<file path="src/touch_state_pkg.sv">
// touch state register bank: offsets, field layout, reset values
// assumes an apb slave with byte addresses and one word per register
package touch_state_pkg;

    localparam int ADDR_W = 8;
    localparam int DATA_W = 32;
    localparam int STRB_W = 4;

    ////////////////////////////////////////////////////////////////////
    // register byte offsets
    localparam logic [7:0] OFF_PAD_RES    = 8'h68;
    localparam logic [7:0] OFF_BASE_CNT   = 8'h6c;
    localparam logic [7:0] OFF_CURR_CNT   = 8'h70;
    localparam logic [7:0] OFF_STATE_WR   = 8'h78;
    localparam logic [7:0] OFF_STATE_RD   = 8'h7c;
    localparam logic [7:0] OFF_PUSHED     = 8'ha0;

    ////////////////////////////////////////////////////////////////////
    // field layout
    localparam int RES_W      = 17;
    localparam int COUNT_W    = 16;
    localparam int SKIP_BIT   = 24;
    localparam int DET_LSB    = 16;
    localparam int DET_W      = 8;
    localparam int BASE_LSB   = 0;
    localparam int BASE_W     = 16;
    localparam int SENSOR_W   = 5;
    localparam int SENSORS    = 32;

    ////////////////////////////////////////////////////////////////////
    // reset values
    localparam logic [RES_W-1:0]   RST_PAD_RES = 17'h00000;
    localparam logic [DATA_W-1:0]  RST_STATE   = 32'h00000000;
    localparam logic [SENSORS-1:0] RST_PUSHED  = 32'h00000000;

    ////////////////////////////////////////////////////////////////////
    // iteration defaults
    localparam logic [BASE_W-1:0] DEF_THRESHOLD = 16'h0010;
    localparam logic [DET_W-1:0]  DEF_DET_LIMIT = 8'h04;

endpackage

</file>
<file path="src/touch_iteration.sv">
// one iteration of the per-sensor touch algorithm on one count
// assumes start is a one-cycle pulse with its operands held that cycle
module touch_iteration #(
    parameter logic [15:0] THRESHOLD = touch_state_pkg::DEF_THRESHOLD,
    parameter logic [7:0]  DET_LIMIT = touch_state_pkg::DEF_DET_LIMIT
) (
    input  wire logic        clock,
    input  wire logic        reset,
    input  wire logic        ce,
    input  wire logic        start,
    input  wire logic [4:0]  sensor,
    input  wire logic [15:0] count,
    input  wire logic        skipCal,
    input  wire logic [7:0]  detection_counter,
    input  wire logic [15:0] baseline_count,
    output logic             done,
    output logic [4:0]       resSensor,
    output logic             resSkip,
    output logic [7:0]       resDet,
    output logic [15:0]      resBase,
    output logic             resPushed
);

    logic        done_ff;
    logic        nxt_done;
    logic [4:0]  sensor_ff;
    logic [4:0]  nxt_sensor;
    logic        skip_ff;
    logic        nxt_skip;
    logic [7:0]  det_ff;
    logic [7:0]  nxt_det;
    logic [15:0] base_ff;
    logic [15:0] nxt_base;
    logic        pushed_ff;
    logic        nxt_pushed;
    logic [15:0] drop;
    logic [7:0]  detInc;

    ////////////////////////////////////////////////////////////////////
    // a touch adds load and so lowers the count below the baseline
    always_comb begin
        drop       = baseline_count - count;
        detInc     = (detection_counter == 8'hff) ? detection_counter : detection_counter + 8'h01;
        nxt_done   = start;
        nxt_sensor = sensor_ff;
        nxt_skip   = skip_ff;
        nxt_det    = det_ff;
        nxt_base   = base_ff;
        nxt_pushed = pushed_ff;
        if (start) begin
            nxt_sensor = sensor;
            if (!skipCal) begin
                nxt_base   = count;
                nxt_det    = 8'h00;
                nxt_skip   = 1'b1;
                nxt_pushed = 1'b0;
            end else if (count < baseline_count && drop >= THRESHOLD) begin
                nxt_det    = detInc;
                nxt_pushed = (detInc >= DET_LIMIT);
                nxt_base   = baseline_count;
                nxt_skip   = 1'b1;
            end else begin
                nxt_det    = 8'h00;
                nxt_pushed = 1'b0;
                nxt_skip   = 1'b1;
                // slow drift keeps the idle average, one step a pass
                if (count > baseline_count) begin
                    nxt_base = baseline_count + 16'h0001;
                end else if (count < baseline_count) begin
                    nxt_base = baseline_count - 16'h0001;
                end else begin
                    nxt_base = baseline_count;
                end
            end
        end
    end

    always_ff @(posedge clock or posedge reset) begin
        if (reset) begin
            done_ff   <= 1'b0;
            sensor_ff <= 5'h00;
            skip_ff   <= 1'b0;
            det_ff    <= 8'h00;
            base_ff   <= 16'h0000;
            pushed_ff <= 1'b0;
        end else if (ce) begin
            done_ff   <= nxt_done;
            sensor_ff <= nxt_sensor;
            skip_ff   <= nxt_skip;
            det_ff    <= nxt_det;
            base_ff   <= nxt_base;
            pushed_ff <= nxt_pushed;
        end
    end

    assign done      = done_ff;
    assign resSensor = sensor_ff;
    assign resSkip   = skip_ff;
    assign resDet    = det_ff;
    assign resBase   = base_ff;
    assign resPushed = pushed_ff;

endmodule // touch_iteration

</file>
<file path="src/touch_state_register_bank.sv">
// apb register bank of the touch controller tail: pad group b
// resistive drive, autonomous count views, touch state and status
// assumes apb signals synchronous to clock, one word per register
//
// Our own choice: the APB interface to the registers.
module touch_state_register_bank #(
    parameter logic [15:0] THRESHOLD = touch_state_pkg::DEF_THRESHOLD,
    parameter logic [7:0]  DET_LIMIT = touch_state_pkg::DEF_DET_LIMIT
) (
    input  wire logic        clock,
    input  wire logic        reset,
    input  wire logic        ce,
    input  wire logic        psel,
    input  wire logic        penable,
    input  wire logic        pwrite,
    input  wire logic [7:0]  paddr,
    input  wire logic [31:0] pwdata,
    input  wire logic [3:0]  pstrb,
    output logic [31:0]      prdata,
    output logic             pready,
    output logic             pslverr,
    input  wire logic        burstPhase,
    input  wire logic [15:0] baseCount,
    input  wire logic [15:0] currentCount,
    input  wire logic        acqValid,
    input  wire logic [4:0]  acqSensor,
    input  wire logic [15:0] acqCount,
    output logic [16:0]      senseePadGroupBResistive,
    output logic [31:0]      sensorPushed,
    output logic             iterationDone
);

    localparam int DW = touch_state_pkg::DATA_W;

    ////////////////////////////////////////////////////////////////////
    // decode helpers

    function automatic logic isMapped(input logic [7:0] a);
        if (a == touch_state_pkg::OFF_PAD_RES) begin
            isMapped = 1'b1;
        end else if (a == touch_state_pkg::OFF_BASE_CNT) begin
            isMapped = 1'b1;
        end else if (a == touch_state_pkg::OFF_CURR_CNT) begin
            isMapped = 1'b1;
        end else if (a == touch_state_pkg::OFF_STATE_WR) begin
            isMapped = 1'b1;
        end else if (a == touch_state_pkg::OFF_STATE_RD) begin
            isMapped = 1'b1;
        end else if (a == touch_state_pkg::OFF_PUSHED) begin
            isMapped = 1'b1;
        end else begin
            isMapped = 1'b0;
        end
    endfunction

    // byte lanes not strobed keep their old contents
    function automatic logic [31:0] laneMerge(
        input logic [31:0] old,
        input logic [31:0] wd,
        input logic [3:0]  strb
    );
        logic [31:0] m;
        m = old;
        for (int i = 0; i < 4; i++) begin
            if (strb[i]) begin
                m[i*8 +: 8] = wd[i*8 +: 8];
            end
        end
        laneMerge = m;
    endfunction

    function automatic logic [31:0] packState(
        input logic        s,
        input logic [7:0]  d,
        input logic [15:0] b
    );
        logic [31:0] w;
        w = 32'h00000000;
        w[touch_state_pkg::SKIP_BIT] = s;
        w[touch_state_pkg::DET_LSB +: touch_state_pkg::DET_W] = d;
        w[touch_state_pkg::BASE_LSB +: touch_state_pkg::BASE_W] = b;
        packState = w;
    endfunction

    ////////////////////////////////////////////////////////////////////
    // declarations

    logic        ack_ff;
    logic        nxt_ack;
    logic [31:0] rdata_ff;
    logic [31:0] nxt_rdata;
    logic        err_ff;
    logic        nxt_err;
    logic [16:0] padRes_ff;
    logic [16:0] nxt_padRes;
    logic [31:0] stateWr_ff;
    logic [31:0] nxt_stateWr;
    logic [31:0] stateRd_ff;
    logic [31:0] nxt_stateRd;
    logic [31:0] pushed_ff;
    logic [31:0] nxt_pushed;
    logic [16:0] padOut_ff;
    logic [16:0] nxt_padOut;
    logic        access;
    logic        wrTake;
    logic [31:0] stateMask;
    logic [31:0] padMerge;
    logic        itDone;
    logic [4:0]  itSensor;
    logic        itSkip;
    logic [7:0]  itDet;
    logic [15:0] itBase;
    logic        itPushed;

    // only the three documented fields are storage; the rest reads zero
    assign stateMask = packState(1'b1, 8'hff, 16'hffff);

    // a function result cannot be part-selected, so merge into a net
    assign padMerge = laneMerge({15'h0000, padRes_ff}, pwdata, pstrb);

    ////////////////////////////////////////////////////////////////////
    // apb handshake: one wait state, read data taken into a flop

    assign access = psel && penable;
    assign wrTake = access && ack_ff && pwrite;

    always_comb begin
        nxt_ack   = 1'b0;
        nxt_rdata = rdata_ff;
        nxt_err   = err_ff;
        if (access && !ack_ff) begin
            nxt_ack = 1'b1;
            nxt_err = !isMapped(paddr);
            nxt_rdata = 32'h00000000;
            if (!pwrite) begin
                if (paddr == touch_state_pkg::OFF_PAD_RES) begin
                    nxt_rdata[16:0] = padRes_ff;
                end else if (paddr == touch_state_pkg::OFF_BASE_CNT) begin
                    nxt_rdata[15:0] = baseCount;
                end else if (paddr == touch_state_pkg::OFF_CURR_CNT) begin
                    nxt_rdata[15:0] = currentCount;
                end else if (paddr == touch_state_pkg::OFF_STATE_WR) begin
                    nxt_rdata = 32'h00000000;
                end else if (paddr == touch_state_pkg::OFF_STATE_RD) begin
                    nxt_rdata = stateRd_ff;
                end else if (paddr == touch_state_pkg::OFF_PUSHED) begin
                    nxt_rdata = pushed_ff;
                end else begin
                    nxt_rdata = 32'h00000000;
                end
            end
        end
    end

    always_ff @(posedge clock or posedge reset) begin
        if (reset) begin
            ack_ff   <= 1'b0;
            rdata_ff <= 32'h00000000;
            err_ff   <= 1'b0;
        end else if (ce) begin
            ack_ff   <= nxt_ack;
            rdata_ff <= nxt_rdata;
            err_ff   <= nxt_err;
        end
    end

    // a frozen block must not complete a transfer it cannot store
    assign pready  = ack_ff && ce;
    assign prdata  = rdata_ff;
    assign pslverr = ack_ff && ce && err_ff;

    ////////////////////////////////////////////////////////////////////
    // software registers and iteration results

    always_comb begin
        nxt_padRes  = padRes_ff;
        nxt_stateWr = stateWr_ff;
        nxt_stateRd = stateRd_ff;
        nxt_pushed  = pushed_ff;
        if (wrTake) begin
            if (paddr == touch_state_pkg::OFF_PAD_RES) begin
                nxt_padRes = padMerge[16:0];
            end else if (paddr == touch_state_pkg::OFF_STATE_WR) begin
                nxt_stateWr = laneMerge(stateWr_ff, pwdata, pstrb)
                              & stateMask;
            end else if (paddr == touch_state_pkg::OFF_STATE_RD) begin
                nxt_stateRd = laneMerge(stateRd_ff, pwdata, pstrb)
                              & stateMask;
            end else begin
                // count views and status ignore writes
                nxt_pushed = pushed_ff;
            end
        end
        // the iteration result wins over a software write in one cycle
        if (itDone) begin
            nxt_stateRd = packState(itSkip, itDet, itBase);
            nxt_pushed[itSensor] = itPushed;
        end
    end

    always_ff @(posedge clock or posedge reset) begin
        if (reset) begin
            padRes_ff  <= touch_state_pkg::RST_PAD_RES;
            stateWr_ff <= touch_state_pkg::RST_STATE;
            stateRd_ff <= touch_state_pkg::RST_STATE;
            pushed_ff  <= touch_state_pkg::RST_PUSHED;
        end else if (ce) begin
            padRes_ff  <= nxt_padRes;
            stateWr_ff <= nxt_stateWr;
            stateRd_ff <= nxt_stateRd;
            pushed_ff  <= nxt_pushed;
        end
    end

    ////////////////////////////////////////////////////////////////////
    // iteration engine: works on the state last written by software

    touch_iteration #(
        .THRESHOLD (THRESHOLD),
        .DET_LIMIT (DET_LIMIT)
    ) u_iteration (
        .clock     (clock),
        .reset     (reset),
        .ce        (ce),
        .start     (acqValid),
        .sensor    (acqSensor),
        .count     (acqCount),
        .skipCal   (stateWr_ff[touch_state_pkg::SKIP_BIT]),
        .detection_counter    (stateWr_ff[touch_state_pkg::DET_LSB +:
                               touch_state_pkg::DET_W]),
        .baseline_count   (stateWr_ff[touch_state_pkg::BASE_LSB +:
                               touch_state_pkg::BASE_W]),
        .done      (itDone),
        .resSensor (itSensor),
        .resSkip   (itSkip),
        .resDet    (itDet),
        .resBase   (itBase),
        .resPushed (itPushed)
    );

    ////////////////////////////////////////////////////////////////////
    // pad drive: resistive only while a burst runs, ordinary otherwise

    always_comb begin
        nxt_padOut = padRes_ff & {touch_state_pkg::RES_W{burstPhase}};
    end

    always_ff @(posedge clock or posedge reset) begin
        if (reset) begin
            padOut_ff <= touch_state_pkg::RST_PAD_RES;
        end else if (ce) begin
            padOut_ff <= nxt_padOut;
        end
    end

    assign senseePadGroupBResistive = padOut_ff;
    assign sensorPushed             = pushed_ff;
    assign iterationDone            = itDone;

endmodule // touch_state_register_bank

</file>
<file path="config.mk">
export PLATFORM = sky130hd
export DESIGN_NAME = touch_state_register_bank
export DESIGN_NICKNAME = d
export VERILOG_FILES = /design/src/touch_state_pkg.sv /design/src/touch_iteration.sv /design/src/touch_state_register_bank.sv
export SDC_FILE = /design/constraint.sdc
export NUM_CORES = 1
export LEC_CHECK = 0
export BUFFER_PORTS_ARGS = -buffer_cell sky130_fd_sc_hd__buf_2
export CAP_MARGIN = 30
export CORE_MARGIN = 2
export CORE_UTILIZATION = 51
export DETAILED_ROUTE_END_ITERATION = 7
export PLACE_DENSITY = 0.86
export SETUP_SLACK_MARGIN = 0.5
export SYNTH_ARGS = -nofsm -noshare
export SYNTH_HDL_FRONTEND = slang
export SYNTH_SLANG_ARGS = --single-unit
</file>
<file path="constraint.sdc">
create_clock -name clock -period 6.4 [get_ports clock]
set_input_delay 1.28 -clock clock [delete_from_list [all_inputs] [get_ports clock]]
set_output_delay 1.28 -clock clock [all_outputs]
set_load 0.05 [all_outputs]
</file>
==> results_dict.tcl <==
set metrics [dict create \
    outcome "complete, but fails checks" \
    violations "DRC" \
    clk_path_buf_depth 2 \
    routed_wl_mm 28.1 \
    power_density_mw_per_mm2 221 \
    wl_per_cell_um 19.1 \
    hold_class "register to register" \
    rsz0062_at_grt "no" \
    holdPathStages 1 \
    syn_to_final_growth_pct 17.1 \
    drt_iter0_markers 965 \
    cts.sinks 182 \
    synth-seq-cells 182 \
    reg2reg_from "stateWr_ff[0]" \
    place_ws_ps 1630 \
    track_usage 0.272 \
    hold-path-endpoint "u_iteration.resSkip" \
    finalSetupTns_ps 0 \
    final_common_cell "dfrtp_1" \
    top_layer_used "met5" \
    gr-total-overflow 0 \
    synth_warnings 0 \
    p_leak_nw 5.70 \
    final.period_utilization 0.683 \
    fin_nets 1317 \
    met2_length_mm 13.3 \
    fin_crit_ps 4370 \
    port-buffer-count 181 \
    synth_fp_nets 1171 \
    ctsResizeCount 0 \
    via_per_inst 6.12 \
    insertion_delay_ps 430 \
    final_area_mm2 0.0116 \
    holdCritStartpoint "u_iteration.resSkip" \
    reg2reg_slack_ps 2380 \
    cts_setup_buffers 0 \
    grt_start_max_net_pins 183 \
    fin_total_pwr_w 0.00257 \
    hold_viol 0 \
    grt_pass1_wl_mm 44.1 \
    startpoint_type "input port" \
    max_freq_mhz 229 \
    ir_drop_mv 0.195 \
    hold_slack_ps 476 \
    layout_common_cells "182 x dfrtp_1, 181 x buf_2, 126 x nand2_1" \
    yosysUniqueCellTypes 69 \
    ioPinCount 189 \
    cts_made_buffers 17 \
    die_x_um 144 \
    cts_hold_buffers 0 \
    worstPathRequired_ps 6700 \
    netlist_area_mm2 0.00994 \
    dpl.hpwl_mm 20.3 \
    synth-main-ff-cell "dfrtp_1" \
    slew_headroom 0.299 \
    ys_seq_area_frac 0.458 \
    die_y_um 144 \
    dieArea_mm2 0.0206 \
    syn_avg_cell_area_um2 9.50 \
    worstSetupPathType "input port to register" \
    critPathMaxFanout 11 \
    drc_errors 2 \
    rows 51 \
    gp_congestion 0.947 \
    ant_nets 0 \
    critical_path_arrival_ps 4670 \
    async_flop_share 1.00 \
    drv_slew 0 \
    rr_worst_depth 13 \
    skew_ps 9.67 \
    netlist_instances 1046 \
    start_util 0.516 \
    cts-root-buf "clkbuf_16" \
    antenna_found_initial 4 \
    worst_slack_ps 2030 \
    vias 9015 \
    core_mm2 0.0193 \
    final-setup-viol-count 0 \
    grt_pass1_vias 8418 \
    worstMarginPinSlew_ps 1050 \
    wl_met3_mm 2.75 \
    drive_above_1_share 0.257 \
    synth-edff-count 0 \
    drv_cap 0 \
    first_pass_iters 8 \
    h-tree-depth 4 \
    clkTransAtPathRegs_ps 70 \
    place_area_mm2 0.0110 \
    reg2reg_to "u_iteration.resBase[9]" \
    tritoncts "done" \
    cp-end-kind "register" \
    wl_met1_mm 11.2 \
]
[how the worst max path moves through the flow]
stage / from / to / slack [ps]
final: acqCount[0] / u_iteration.resBase[9] / 2030
after floorplan: acqCount[0] / u_iteration.resBase[1] / 2460
after global routing: acqCount[0] / u_iteration.resBase[9] / 1740
after global placement: acqCount[0] / u_iteration.resBase[9] / 1730
after detailed placement: acqCount[0] / u_iteration.resBase[6] / 1630
after CTS: acqCount[0] / u_iteration.resBase[6] / 2050
[power by group]
part	leakage, nW	internal [W]	switching [W]	total [W]
Clock	0.289	0.000621	0.000457	0.00108
Combinational	2.98	0.0000880	0.000159	0.000247
Sequential	2.43	0.00120	0.0000450	0.00125
[cell families (layout without fill, tap and decap cells)]
kind of cell,after synthesis,after routing,share of synthesized area
mux,109,109,0.119
other cells,0,4,0
fa+ha+maj,20,20,0.0259
compound gates,238,238,0.157
buf+inv,115,274,0.0458
xor+xnor,6,6,0.00529
simple gates,376,376,0.188
flops,182,182,0.458
[per-layer routing]
metal,track usage,vias up
met5,0,-
li1,-,4071
met1,0.360,4373
met3,0.0566,67
met2,0.446,502
met4,0.0934,2
[area by class of cell]
| cell class | count | area [um2] |
|---|---|---|
| clock inverter | 13 | 171 |
| clock buffer | 19 | 433 |
| sequential | 182 | 4550 |
| fill | 1573 | 7640 |
| inverter | 52 | 199 |
| tap | 265 | 332 |
| timing repair buffer | 190 | 1010 |
| antenna | 4 | 10.0 |
| multi-input combinational | 749 | 4930 |
[critical path: stages]
cell and delay (ps):
buf_2 110, ha_1 220, fa_1 400, nor2b_1 240, o2111ai_1 220, a31oi_4 280, o211ai_1 130, a21oi_1 250
nand4b_4 170, o21ai_1 690, o21ai_1 230, mux2i_1 180, a211o_1 270
[metrics by stage]
stage / utilization / instances
5_1_grt: 0.603 / 1471
4_1_cts: 0.601 / 1468
6_report: 0.604 / 1474
2_1_floorplan: - / 1046
3_5_place_dp: 0.570 / 1436
3_3_place_gp: 0.569 / 1435
[state kept, by name, summed over array words and instances, names as in the netlist]
| signal | cells |
|---|---|
| u_iteration.done | 1 |
| u_iteration.resSkip | 1 |
| sensorPushed | 32 |
| u_iteration.resSensor | 5 |
| prdata | 32 |
| u_iteration.resDet | 8 |
| stateRd_ff | 25 |
| senseePadGroupBResistive | 17 |
| u_iteration.resPushed | 1 |
| padRes_ff | 17 |
| ack_ff | 1 |
| stateWr_ff | 25 |
| err_ff | 1 |
| u_iteration.resBase | 16 |
[synthesized netlist by cell type (all sizes together) (5+ instances only)]
library cell	count	area share
a22o	16	0.014
nand4	19	0.014
a222oi	16	0.016
clkbuf	51	0.019
dfrtp	182	0.46
and2	5	0.0031
o31ai	7	0.0053
nor2	82	0.031
a22oi	11	0.0083
xor2	5	0.0044
nor4	6	0.0038
nor3	29	0.015
or3	7	0.0044
or4b	6	0.0064
mux2i	33	0.033
a31oi	5	0.0047
a211oi	5	0.0038
nand3b	9	0.0068
buf	12	0.0068
and3	11	0.0071
nor2b	9	0.0057
a211o	6	0.0053
nand2	126	0.048
nand3	40	0.020
nor3b	9	0.0073
mux2	76	0.086
inv	52	0.020
o21ai	72	0.037
a21oi	68	0.034
ha	19	0.024
o211ai	6	0.0045
Power figures use the tool's default switching activity.
